File: config.mk
export PLATFORM = sky130hd
export DESIGN_NAME = tsa_top
export DESIGN_NICKNAME = d
export VERILOG_FILES = /design/src/tsa_pkg.sv /design/src/tsa_sync.sv /design/src/tsa_tout.sv /design/src/tsa_top.sv
export SDC_FILE = /design/constraint.sdc
export NUM_CORES = 1
export LEC_CHECK = 0
export ABC_AREA = 1
export BUFFER_PORTS_ARGS = -buffer_cell sky130_fd_sc_hd__buf_2
export CORE_MARGIN = 1
export CORE_UTILIZATION = 49
export CTS_CLUSTER_SIZE = 8
export DETAILED_ROUTE_END_ITERATION = 6
export PLACE_DENSITY_LB_ADDON = 0.08
export SLEW_MARGIN = 20
export SYNTH_ARGS = -nofsm -noshare
export SYNTH_HDL_FRONTEND = slang
export SYNTH_HIERARCHICAL = 1
export SYNTH_SLANG_ARGS = --single-unit
File: constraint.sdc
create_clock -name mclk -period 1.6 [get_ports mclk]
set_input_delay 0.24 -clock mclk [delete_from_list [all_inputs] [get_ports mclk]]
set_output_delay 0.24 -clock mclk [all_outputs]
set_load 0.01 [all_outputs]
File: src/tsa_pkg.sv
// Package: constants, encodings and carrier types of the temperature alarm
package tsa_pkg;
	localparam int CLK_MHZ = 200;
	localparam int CLK_NS = 5;
	localparam int TOUT_MS = 250;
	localparam int TOUT_CYC = TOUT_MS * 1000 * CLK_MHZ;
	localparam int TOUT_W = 32;
	localparam int RST_MIN_NS = 1000;
	localparam int RST_MIN_CYC = (RST_MIN_NS + CLK_NS - 1) / CLK_NS;
	localparam int TEMP_W = 9;
	localparam logic [3:0] ADDR_BASE = 4'h9;
	localparam logic [1:0] PTR_TEMP = 2'h0;
	localparam logic [1:0] PTR_CFG = 2'h1;
	localparam logic [1:0] PTR_HYST = 2'h2;
	localparam logic [1:0] PTR_OS = 2'h3;
	localparam int CFG_SD = 0;
	localparam int CFG_INT = 1;
	localparam int CFG_POL = 2;
	localparam int CFG_FQ = 3;
	localparam logic [7:0] CFG_RST = 8'h00;
	localparam logic [8:0] HYST_RST = 9'h096;
	localparam logic [8:0] OS_RST = 9'h0A0;
	localparam logic [3:0] BITS_BYTE = 4'h8;
	localparam logic [2:0] FQ_SAT = 3'h7;

	typedef enum logic [2:0] {
		ST_IDLE, ST_ADDR, ST_AACK, ST_WBYTE, ST_WACK, ST_RBYTE, ST_RACK
	} tsa_i2c_st_t;

	typedef struct packed {
		logic valid;
		logic [TEMP_W-1:0] temp;
	} tsa_conv_t;

	typedef struct packed {
		logic scl;
		logic sda;
		logic [2:0] sel;
	} tsa_pins_t;

	localparam tsa_pins_t PINS_IDLE = '{scl: 1'b1, sda: 1'b1, sel: 3'h0};

	typedef struct packed {
		tsa_i2c_st_t st;
		logic scl_p;
		logic sda_p;
		logic [7:0] sh;
		logic [3:0] bcnt;
		logic rw;
		logic [1:0] wcnt;
		logic rhalf;
		logic [15:0] tx;
		logic sda_drv;
		logic [1:0] ptr;
		logic [7:0] cfg;
		logic [8:0] hyst;
		logic [8:0] os;
		logic [8:0] temp;
		logic alarm;
		logic look_hi;
		logic [2:0] ocnt;
		logic [2:0] ucnt;
		logic sd_p;
	} tsa_state_t;

	function automatic logic [2:0] tsa_fq_need(input logic [1:0] fq);
		unique case (fq)
			2'h0: tsa_fq_need = 3'h1;
			2'h1: tsa_fq_need = 3'h2;
			2'h2: tsa_fq_need = 3'h4;
			2'h3: tsa_fq_need = 3'h6;
		endcase
	endfunction : tsa_fq_need
endpackage : tsa_pkg

File: src/tsa_sync.sv
// Two-stage synchroniser for the bus and address select pins
`timescale 1ns/1ps
`default_nettype none
module tsa_sync
	import tsa_pkg::*;
(
	input wire logic mclk, // System clock
	input wire logic rst_b, // Synchronous reset, active low
	input wire tsa_pins_t pins, // Raw pin levels
	output tsa_pins_t pins_s // Synchronised levels
);
	typedef struct packed {
		tsa_pins_t m;
		tsa_pins_t o;
	} tsa_sync_t;
	tsa_sync_t s_q, s_d;

	always_comb begin
		s_d = s_q;
		s_d.m = pins;
		s_d.o = s_q.m;
	end

	// Idle bus level on reset so no false start is seen at release
	always_ff @(posedge mclk) begin
		if (!rst_b) begin
			s_q <= {PINS_IDLE, PINS_IDLE};
		end else begin
			s_q <= s_d;
		end
	end

	assign pins_s = s_q.o;
endmodule : tsa_sync
`default_nettype wire

File: src/tsa_tout.sv
// Bus lockup timer: fires when the data line stays low too long
`timescale 1ns/1ps
`default_nettype none
module tsa_tout
	import tsa_pkg::*;
#(
	parameter logic [TOUT_W-1:0] LIMIT = TOUT_W'(TOUT_CYC)
) (
	input wire logic mclk, // System clock
	input wire logic rst_b, // Synchronous reset, active low
	input wire logic line_low, // Synchronised data line is low
	output logic fire // One-cycle timeout pulse
);
	typedef struct packed {
		logic [TOUT_W-1:0] cnt;
		logic fire;
	} tsa_tout_t;
	tsa_tout_t s_q, s_d;

	always_comb begin
		s_d = s_q;
		s_d.fire = 1'b0;
		if (!line_low) begin
			s_d.cnt = '0;
		end else if (s_q.cnt >= LIMIT) begin
			s_d.cnt = '0;
			s_d.fire = 1'b1;
		end else begin
			s_d.cnt = s_q.cnt + 1'b1;
		end
	end

	always_ff @(posedge mclk) begin
		if (!rst_b) begin
			s_q <= '0;
		end else begin
			s_q <= s_d;
		end
	end

	assign fire = s_q.fire;
endmodule : tsa_tout
`default_nettype wire

File: src/tsa_top.sv
// Temperature alarm block: two-wire slave, registers and alarm logic
`timescale 1ns/1ps
`default_nettype none
module tsa_top
	import tsa_pkg::*;
#(
	parameter logic [TOUT_W-1:0] TOUT_LIMIT = TOUT_W'(TOUT_CYC)
) (
	input wire logic mclk, // System clock, 200 MHz
	input wire logic rst_b, // Synchronous reset, active low
	input wire logic scl_i, // Serial clock pin level
	input wire logic sda_i, // Serial data pin level
	output logic sda_o, // Serial data drive value
	output logic sda_oe, // Serial data drive enable
	input wire logic [2:0] addr_sel, // Address select pins
	input wire tsa_conv_t conv, // Conversion result and strobe
	output logic alarm_output_o, // Alarm pin drive value
	output logic alarm_output_oe, // Alarm pin drive enable
	output logic shutdown // Low-power request to converter
);
	tsa_state_t s, n;
	tsa_pins_t pins_raw, pins_s;
	logic tout_fire;
	logic scl_rise, scl_fall, start_c, stop_c;
	logic rd_done, rd_load, ptr_wr, cfg_wr, sd_enter;
	logic conv_eval, over, under, trip_hi, trip_lo;
	logic [2:0] need;
	logic [15:0] word, sh_tx;

	assign pins_raw = '{scl: scl_i, sda: sda_i, sel: addr_sel};

	tsa_sync u_sync (
		.mclk(mclk),
		.rst_b(rst_b),
		.pins(pins_raw),
		.pins_s(pins_s)
	);

	tsa_tout #(
		.LIMIT(TOUT_LIMIT)
	) u_tout (
		.mclk(mclk),
		.rst_b(rst_b),
		.line_low(~pins_s.sda),
		.fire(tout_fire)
	);

	// Word presented for the selected register, upper byte first
	always_comb begin
		unique case (s.ptr)
			PTR_TEMP: word = {s.temp, 7'h00};
			PTR_CFG: word = {s.cfg, s.cfg};
			PTR_HYST: word = {s.hyst, 7'h00};
			PTR_OS: word = {s.os, 7'h00};
		endcase
	end

	always_comb begin
		n = s;
		rd_done = 1'b0;
		rd_load = 1'b0;
		ptr_wr = 1'b0;
		cfg_wr = 1'b0;
		sh_tx = s.tx << 1;
		n.scl_p = pins_s.scl;
		n.sda_p = pins_s.sda;
		scl_rise = pins_s.scl & ~s.scl_p;
		scl_fall = ~pins_s.scl & s.scl_p;
		start_c = pins_s.scl & s.scl_p & s.sda_p & ~pins_s.sda;
		stop_c = pins_s.scl & s.scl_p & ~s.sda_p & pins_s.sda;

		// A read in progress freezes the temperature register
		if (conv.valid && !s.cfg[CFG_SD] &&
				s.st != ST_RBYTE && s.st != ST_RACK) begin
			n.temp = conv.temp;
		end

		unique case (s.st)
			ST_IDLE: begin
				n.sda_drv = 1'b0;
			end
			ST_ADDR: begin
				if (scl_rise) begin
					n.sh = {s.sh[6:0], pins_s.sda};
					n.bcnt = s.bcnt + 4'h1;
				end else if (scl_fall && s.bcnt == BITS_BYTE) begin
					n.bcnt = 4'h0;
					if (s.sh[7:1] == {ADDR_BASE, pins_s.sel}) begin
						n.st = ST_AACK;
						n.sda_drv = 1'b1;
						n.rw = s.sh[0];
					end else begin
						n.st = ST_IDLE;
					end
				end
			end
			ST_AACK: begin
				if (scl_fall) begin
					n.bcnt = 4'h0;
					if (s.rw) begin
						// Reads start at the latched pointer
						rd_load = 1'b1;
						n.tx = word;
						n.rhalf = 1'b0;
						n.sda_drv = ~word[15];
						n.st = ST_RBYTE;
					end else begin
						n.wcnt = 2'h0;
						n.sda_drv = 1'b0;
						n.st = ST_WBYTE;
					end
				end
			end
			ST_WBYTE: begin
				if (scl_rise) begin
					n.sh = {s.sh[6:0], pins_s.sda};
					n.bcnt = s.bcnt + 4'h1;
				end else if (scl_fall && s.bcnt == BITS_BYTE) begin
					n.bcnt = 4'h0;
					n.sda_drv = 1'b1;
					n.st = ST_WACK;
					if (s.wcnt != 2'h3) begin
						n.wcnt = s.wcnt + 2'h1;
					end
					unique case (s.wcnt)
						2'h0: begin
							n.ptr = s.sh[1:0];
							ptr_wr = 1'b1;
						end
						2'h1, 2'h2: begin
							if (s.ptr == PTR_CFG) begin
								n.cfg = s.sh;
								cfg_wr = 1'b1;
							end else if (s.ptr == PTR_HYST) begin
								if (s.wcnt == 2'h1) begin
									n.hyst[8:1] = s.sh;
								end else begin
									n.hyst[0] = s.sh[7];
								end
							end else if (s.ptr == PTR_OS) begin
								if (s.wcnt == 2'h1) begin
									n.os[8:1] = s.sh;
								end else begin
									n.os[0] = s.sh[7];
								end
							end
							// Temperature register ignores writes
						end
						2'h3: begin
							// Extra data bytes are acknowledged, not stored
						end
					endcase
				end
			end
			ST_WACK: begin
				if (scl_fall) begin
					n.sda_drv = 1'b0;
					n.st = ST_WBYTE;
				end
			end
			ST_RBYTE: begin
				if (scl_rise) begin
					n.bcnt = s.bcnt + 4'h1;
				end else if (scl_fall) begin
					if (s.bcnt == BITS_BYTE) begin
						n.bcnt = 4'h0;
						n.sda_drv = 1'b0;
						n.st = ST_RACK;
					end else begin
						n.tx = sh_tx;
						n.sda_drv = ~sh_tx[15];
					end
				end
			end
			ST_RACK: begin
				if (scl_rise) begin
					rd_done = 1'b1;
					if (pins_s.sda) begin
						n.st = ST_IDLE;
					end
				end else if (scl_fall) begin
					// A byte of zero bits keeps SDA low if the master quits
					n.st = ST_RBYTE;
					if (s.rhalf) begin
						rd_load = 1'b1;
						n.tx = word;
						n.sda_drv = ~word[15];
					end else begin
						n.tx = sh_tx;
						n.sda_drv = ~sh_tx[15];
					end
					n.rhalf = ~s.rhalf;
				end
			end
		endcase

		// Start, stop and lockup recovery override the byte engine
		if (tout_fire || stop_c) begin
			n.st = ST_IDLE;
			n.sda_drv = 1'b0;
		end else if (start_c) begin
			n.st = ST_ADDR;
			n.bcnt = 4'h0;
			n.sda_drv = 1'b0;
		end
	end

	// Alarm evaluation, one step per conversion strobe
	always_comb begin
		conv_eval = conv.valid & ~s.cfg[CFG_SD];
		over = $signed(conv.temp) > $signed(s.os);
		under = $signed(conv.temp) < $signed(s.hyst);
		need = tsa_fq_need(s.cfg[CFG_FQ+1:CFG_FQ]);
		trip_hi = 1'b0;
		trip_lo = 1'b0;
		sd_enter = s.cfg[CFG_SD] & ~s.sd_p;
		if (conv_eval) begin
			// One bit wider so a saturated count does not wrap to zero
			trip_hi = over && ({1'b0, s.ocnt} + 4'h1) >= {1'b0, need};
			trip_lo = under && ({1'b0, s.ucnt} + 4'h1) >= {1'b0, need};
		end
	end

	// Final next-state merge for the alarm fields
	tsa_state_t m;
	always_comb begin
		m = n;
		m.sd_p = s.cfg[CFG_SD];
		if (conv_eval) begin
			m.ocnt = !over ? 3'h0 : (s.ocnt == FQ_SAT ? s.ocnt : s.ocnt + 3'h1);
			m.ucnt = !under ? 3'h0 : (s.ucnt == FQ_SAT ? s.ucnt : s.ucnt + 3'h1);
		end
		// Clears come first so a trip in the same cycle wins
		if (sd_enter) begin
			m.alarm = 1'b0;
			m.look_hi = 1'b1;
		end else if (rd_done && s.cfg[CFG_INT]) begin
			m.alarm = 1'b0;
		end
		if (!s.cfg[CFG_INT]) begin
			m.look_hi = 1'b1;
			if (trip_hi) begin
				m.alarm = 1'b1;
			end else if (trip_lo) begin
				m.alarm = 1'b0;
			end
		end else if (s.look_hi && trip_hi) begin
			m.alarm = 1'b1;
			m.look_hi = 1'b0;
		end else if (!s.look_hi && trip_lo) begin
			m.alarm = 1'b1;
			m.look_hi = 1'b1;
		end
	end

	// Reset must be held RST_MIN_CYC cycles to honour the minimum pulse
	always_ff @(posedge mclk) begin
		if (!rst_b) begin
			s <= '0;
			s.scl_p <= 1'b1;
			s.sda_p <= 1'b1;
			s.cfg <= CFG_RST;
			s.hyst <= HYST_RST;
			s.os <= OS_RST;
			s.ptr <= PTR_TEMP;
			s.look_hi <= 1'b1;
		end else begin
			s <= m;
		end
	end

	assign sda_o = 1'b0;
	assign sda_oe = s.sda_drv;
	assign alarm_output_o = 1'b0;
	// Open drain: pull low when the pin level must read low
	assign alarm_output_oe = s.alarm ^ s.cfg[CFG_POL];
	assign shutdown = s.cfg[CFG_SD];

	property p_sd_clear;
		@(posedge mclk) disable iff (!rst_b)
		sd_enter |=> !s.alarm;
	endproperty
	a_sd_clear: assert property (p_sd_clear)
		else $error("alarm kept through shutdown entry");

	property p_pol;
		@(posedge mclk) disable iff (!rst_b)
		$rose(s.alarm) |-> alarm_output_oe == !s.cfg[CFG_POL];
	endproperty
	a_pol: assert property (p_pol)
		else $error("alarm pin polarity wrong");

	property p_int_hold;
		@(posedge mclk) disable iff (!rst_b)
		s.cfg[CFG_INT] && s.alarm && !rd_done && !sd_enter |=> s.alarm;
	endproperty
	a_int_hold: assert property (p_int_hold)
		else $error("interrupt alarm dropped without read");

	property p_comp_trip;
		@(posedge mclk) disable iff (!rst_b)
		!s.cfg[CFG_INT] && conv_eval && over && need == 3'h1 |=> s.alarm;
	endproperty
	a_comp_trip: assert property (p_comp_trip)
		else $error("comparator alarm missed over limit");

	property p_int_rearm;
		@(posedge mclk) disable iff (!rst_b)
		s.cfg[CFG_INT] && !s.look_hi && !s.alarm && !trip_lo |=> !s.alarm;
	endproperty
	a_int_rearm: assert property (p_int_rearm)
		else $error("interrupt alarm rose without hysteresis crossing");

	property p_thr_lsb;
		@(posedge mclk) disable iff (!rst_b)
		rd_load && s.ptr[1] |=> s.tx[6:0] == 7'h00;
	endproperty
	a_thr_lsb: assert property (p_thr_lsb)
		else $error("threshold low bits not zero on read");

	property p_ptr_hold;
		@(posedge mclk) disable iff (!rst_b)
		!ptr_wr |=> $stable(s.ptr);
	endproperty
	a_ptr_hold: assert property (p_ptr_hold)
		else $error("pointer changed without pointer byte");

	property p_cfg_late;
		@(posedge mclk) disable iff (!rst_b)
		s.st == ST_WBYTE && s.wcnt == 2'h3 |=> $stable(s.cfg);
	endproperty
	a_cfg_late: assert property (p_cfg_late)
		else $error("configuration taken from third data byte");

	property p_tout;
		@(posedge mclk) disable iff (!rst_b)
		tout_fire |=> s.st == ST_IDLE && !sda_oe;
	endproperty
	a_tout: assert property (p_tout)
		else $error("lockup timeout did not free the bus");

	property p_por;
		@(posedge mclk)
		!rst_b |=> s.os == OS_RST && s.hyst == HYST_RST && s.cfg == CFG_RST;
	endproperty
	a_por: assert property (p_por)
		else $error("power-on values not loaded");

	c_read: cover property (@(posedge mclk) disable iff (!rst_b) rd_done);
	c_trip: cover property (@(posedge mclk) disable iff (!rst_b)
		$rose(s.alarm));
	c_tout: cover property (@(posedge mclk) disable iff (!rst_b) tout_fire);
	c_cfgw: cover property (@(posedge mclk) disable iff (!rst_b) cfg_wr);
endmodule : tsa_top
`default_nettype wire

==> impl_metrics.env <==
export IMPL_cts_max_path_buffers=2
export IMPL_synth_simple_gate_area_share_pct=25.4
export IMPL_cts_tree="yes"
export IMPL_path_clk_slew_ps=60
export IMPL_htree_levels=4
export IMPL_period_share_pct=109
export IMPL_tns_ps=-1230
export IMPL_coreArea_um2=13400
export IMPL_grt_pass1_vias=6369
export IMPL_hold_viol=0
export IMPL_cp_endpoint="n[1]"
export IMPL_setup_viol=21
export IMPL_tightest_slew_ps=503
export IMPL_met2_usage_pct=45.7
export IMPL_p_total_w=0.00760
export IMPL_syn_area_um2=6790
export IMPL_final_common_cell="nand2_1"
export IMPL_rr_endpoint="n[1]"
export IMPL_wl_um=20000
export IMPL_port_buffers=19
export IMPL_synth_edf_count=0
export IMPL_final_cells=1295
export IMPL_violations="negative setup slack"
export IMPL_grt_first_pass_wirelength_um=30500
export IMPL_worstPathRequired_ps=1950
export IMPL_synthArstFlopShare_pct=0
export IMPL_synthMuxAreaShare_pct=0
export IMPL_netlist_instances=946
export IMPL_use_met1_pct=33.5
export IMPL_cts_buffers=17
export IMPL_layout_drive_gt1_share_pct=39.5
export IMPL_grt_overflow_total=0
export IMPL_globalRouteMet3Util_pct=5.70
export IMPL_clk_latency_ps=420
export IMPL_die_area_um2=14300
export IMPL_diodes=0
export IMPL_hpwl_um=12800
export IMPL_drt_first_iter_violations=532
export IMPL_relSlewSlack_pct=66.4
export IMPL_mostFrequentLayoutCells="157 x nand2_1, 113 x inv_1, 110 x buf_4"
export IMPL_grt_use_total_pct=27.2
export IMPL_vias_per_cell=5.17
export IMPL_num_fill_cells=1022
export IMPL_antenna_left=0
export IMPL_max_freq_mhz=575
export IMPL_rsz0062_at_grt="true"
export IMPL_grt_max_degree=45
export IMPL_synthAdderAreaFrac_pct=7.56
export IMPL_start_util_pct=50.6
export IMPL_num_rows=42
export IMPL_start_kind="flip-flop"
export IMPL_dr_pass1_iters=7
export IMPL_via_count=6691
export IMPL_synth_seq_area_share_pct=37.2
export IMPL_grt_busiest_layer="met2"
export IMPL_fp_dieH_um=120
export IMPL_leakage_nw=4.15
export IMPL_status="complete, but fails checks"
export IMPL_crit_fanout=2
export IMPL_synth_xor_area_share_pct=2.45
export IMPL_antenna_found_initial=0
export IMPL_fin_crit_ps=1740
export IMPL_pre_cts_slack_ps=-210
export IMPL_startpoint="s[34]"
export IMPL_synth_top_family_by_area="simple AND/OR/NAND/NOR gates"
export IMPL_io_pins=22
export IMPL_powerDensity_nw_per_um2=773
export IMPL_area_growth_pct=44.8
export IMPL_gp_congestion=0.884
export IMPL_final_setup_worst_slack_ps=-138
export IMPL_cp_arrival_ps=2090
export IMPL_place_inst=1225
export IMPL_r2r_cells=12
export IMPL_synth_compound_area_share_pct=16.2
export IMPL_die_w_um=120
export IMPL_yosys_register_bits=126
export IMPL_crit_type="reg -> reg"
export IMPL_r2r_slack_ps=-140
export IMPL_nets=1164
export IMPL_reg2reg_from="s[34]"
export IMPL_ys_warn_count=6
export IMPL_synth_cell_types=49
export IMPL_wl_per_cell_um=15.4
export IMPL_avgSynthCellArea_um2=7.17
export IMPL_hp_class="in -> reg"
export IMPL_drv_cap=0
export IMPL_fin_skew_ps=12.1
export IMPL_root_buffer="clkbuf_16"
export IMPL_post_route_drc_count=0
export IMPL_fin_util_pct=73.3
export IMPL_synth_flop_cell="dfxtp_1"
export IMPL_crit_path_end_kind="flip-flop"
export IMPL_irDropWorstVdd_mv=0.750
export IMPL_cts_sinks=126
export IMPL_drv_slew=0
[metal layers]
| layer | part of all wire (%) | vias to the layer above |
|---|---|---|
| met4 | 3.3 | 0 |
| met2 | 49 | 169 |
| met1 | 44 | 3098 |
| li1 | - | 3372 |
| met5 | 0 | - |
| met3 | 4.3 | 52 |
[state kept, by name (all words and copies together), names as in the netlist]
name,flops
u_tout/s_q,32
shutdown,1
u_sync/pins_s,5
u_tout/fire,1
sda_oe,1
s,72
u_sync/s_d,5
n,9
[worst max-delay path, cell delays in order (launching register included)]
cell and delay (ps):
dfxtp_2 350, inv_4 50, ha_4 270, nand2_4 70, nor2_4 120, nand3_4 90
nand3_2 90, nand2_2 70, buf_4 130, buf_4 130, a21oi_4 120, o21ai_2 70
nor2_1 100
[per-stage QoR]
| step | hold slack, ps | instance area [um^2] |
|---|---|---|
| floorplan | 325 | 6980 |
| global placement | 393 | 7940 |
| detailed placement | 399 | 7940 |
| CTS | 39.0 | 9270 |
| global route | 49.6 | 9830 |
| finish | 49.6 | 9830 |
[kinds of logic after synthesis]
logic type / count (synthesis)
simple gates: 384
flops: 126
buf+inv: 181
xor+xnor: 19
other cells: 2
compound gates: 193
fa+ha+maj: 41
[worst min-delay path by stage]
stage / startpoint / to / slack [ps] / cells past startpoint
after global placement: u_sync/s_d[1] / u_sync/pins_s[1] / 390 / 2
after CTS: rst_b / s[79] / 40 / 2
after floorplan: sda_i / u_sync/s_d[3] / 320 / 2
final: rst_b / s[79] / 50 / 2
after detailed placement: u_sync/s_d[1] / u_sync/pins_s[1] / 400 / 2
after global routing: rst_b / s[79] / 50 / 2
[area by class of cell]
| cell class | instances | area, um^2 | share of cell area [%] |
|---|---|---|---|
| timing repair buffer | 158 | 1340 | 13.7 |
| multi-input combinational | 645 | 4490 | 45.7 |
| inverter | 156 | 622 | 6.33 |
| timing repair inverter | 2 | 12.5 | 0.127 |
| clock inverter | 14 | 129 | 1.31 |
| tap | 176 | 220 | 2.24 |
| clock buffer | 18 | 439 | 4.47 |
| sequential | 126 | 2570 | 26.2 |
[where the power goes]
part / internal (W) / switching (W) / total, W
Combinational: 0.000278 / 0.000367 / 0.000645
Sequential: 0.00318 / 0.0000378 / 0.00322
Clock: 0.00220 / 0.00153 / 0.00373
Total: 0.00566 / 0.00194 / 0.00760
[timing repair]
action | in CTS | in global routing
gates resized for setup | 147 | 132
pin swaps | 48 | 63
endpoints found under the hold margin | 5 | 0
gates cloned | 4 | 3
buffers inserted | 19 | 10
setup endpoints to repair | 56 | 62
hold buffers | 5 | 0
[synth_stat cells, types with 3 or more instances]
cell	instances	area (um^2)
nand3_1	33	165
nand4_1	13	81.3
o22ai_1	16	100
ha_1	41	513
buf_2	3	15.0
a211oi_1	10	75.1
dfxtp_1	126	2520
nand2_4	3	33.8
o21ai_0	65	325
nand2_2	4	25.0
o21ai_1	6	30.0
a21oi_1	69	345
o211ai_1	8	60.1
nor3_1	9	45.0
o21ai_2	3	26.3
o21bai_1	3	22.5
xnor2_1	7	61.3
nor2_1	95	357
nand2_1	193	724
clkbuf_1	12	45.0
nor2_4	6	67.6
xor2_1	12	105
inv_1	147	552
nor2_2	18	113
inv_2	6	22.5
buf_6	5	56.3
buf_4	4	30.0
Power figures use the tool's default switching activity.
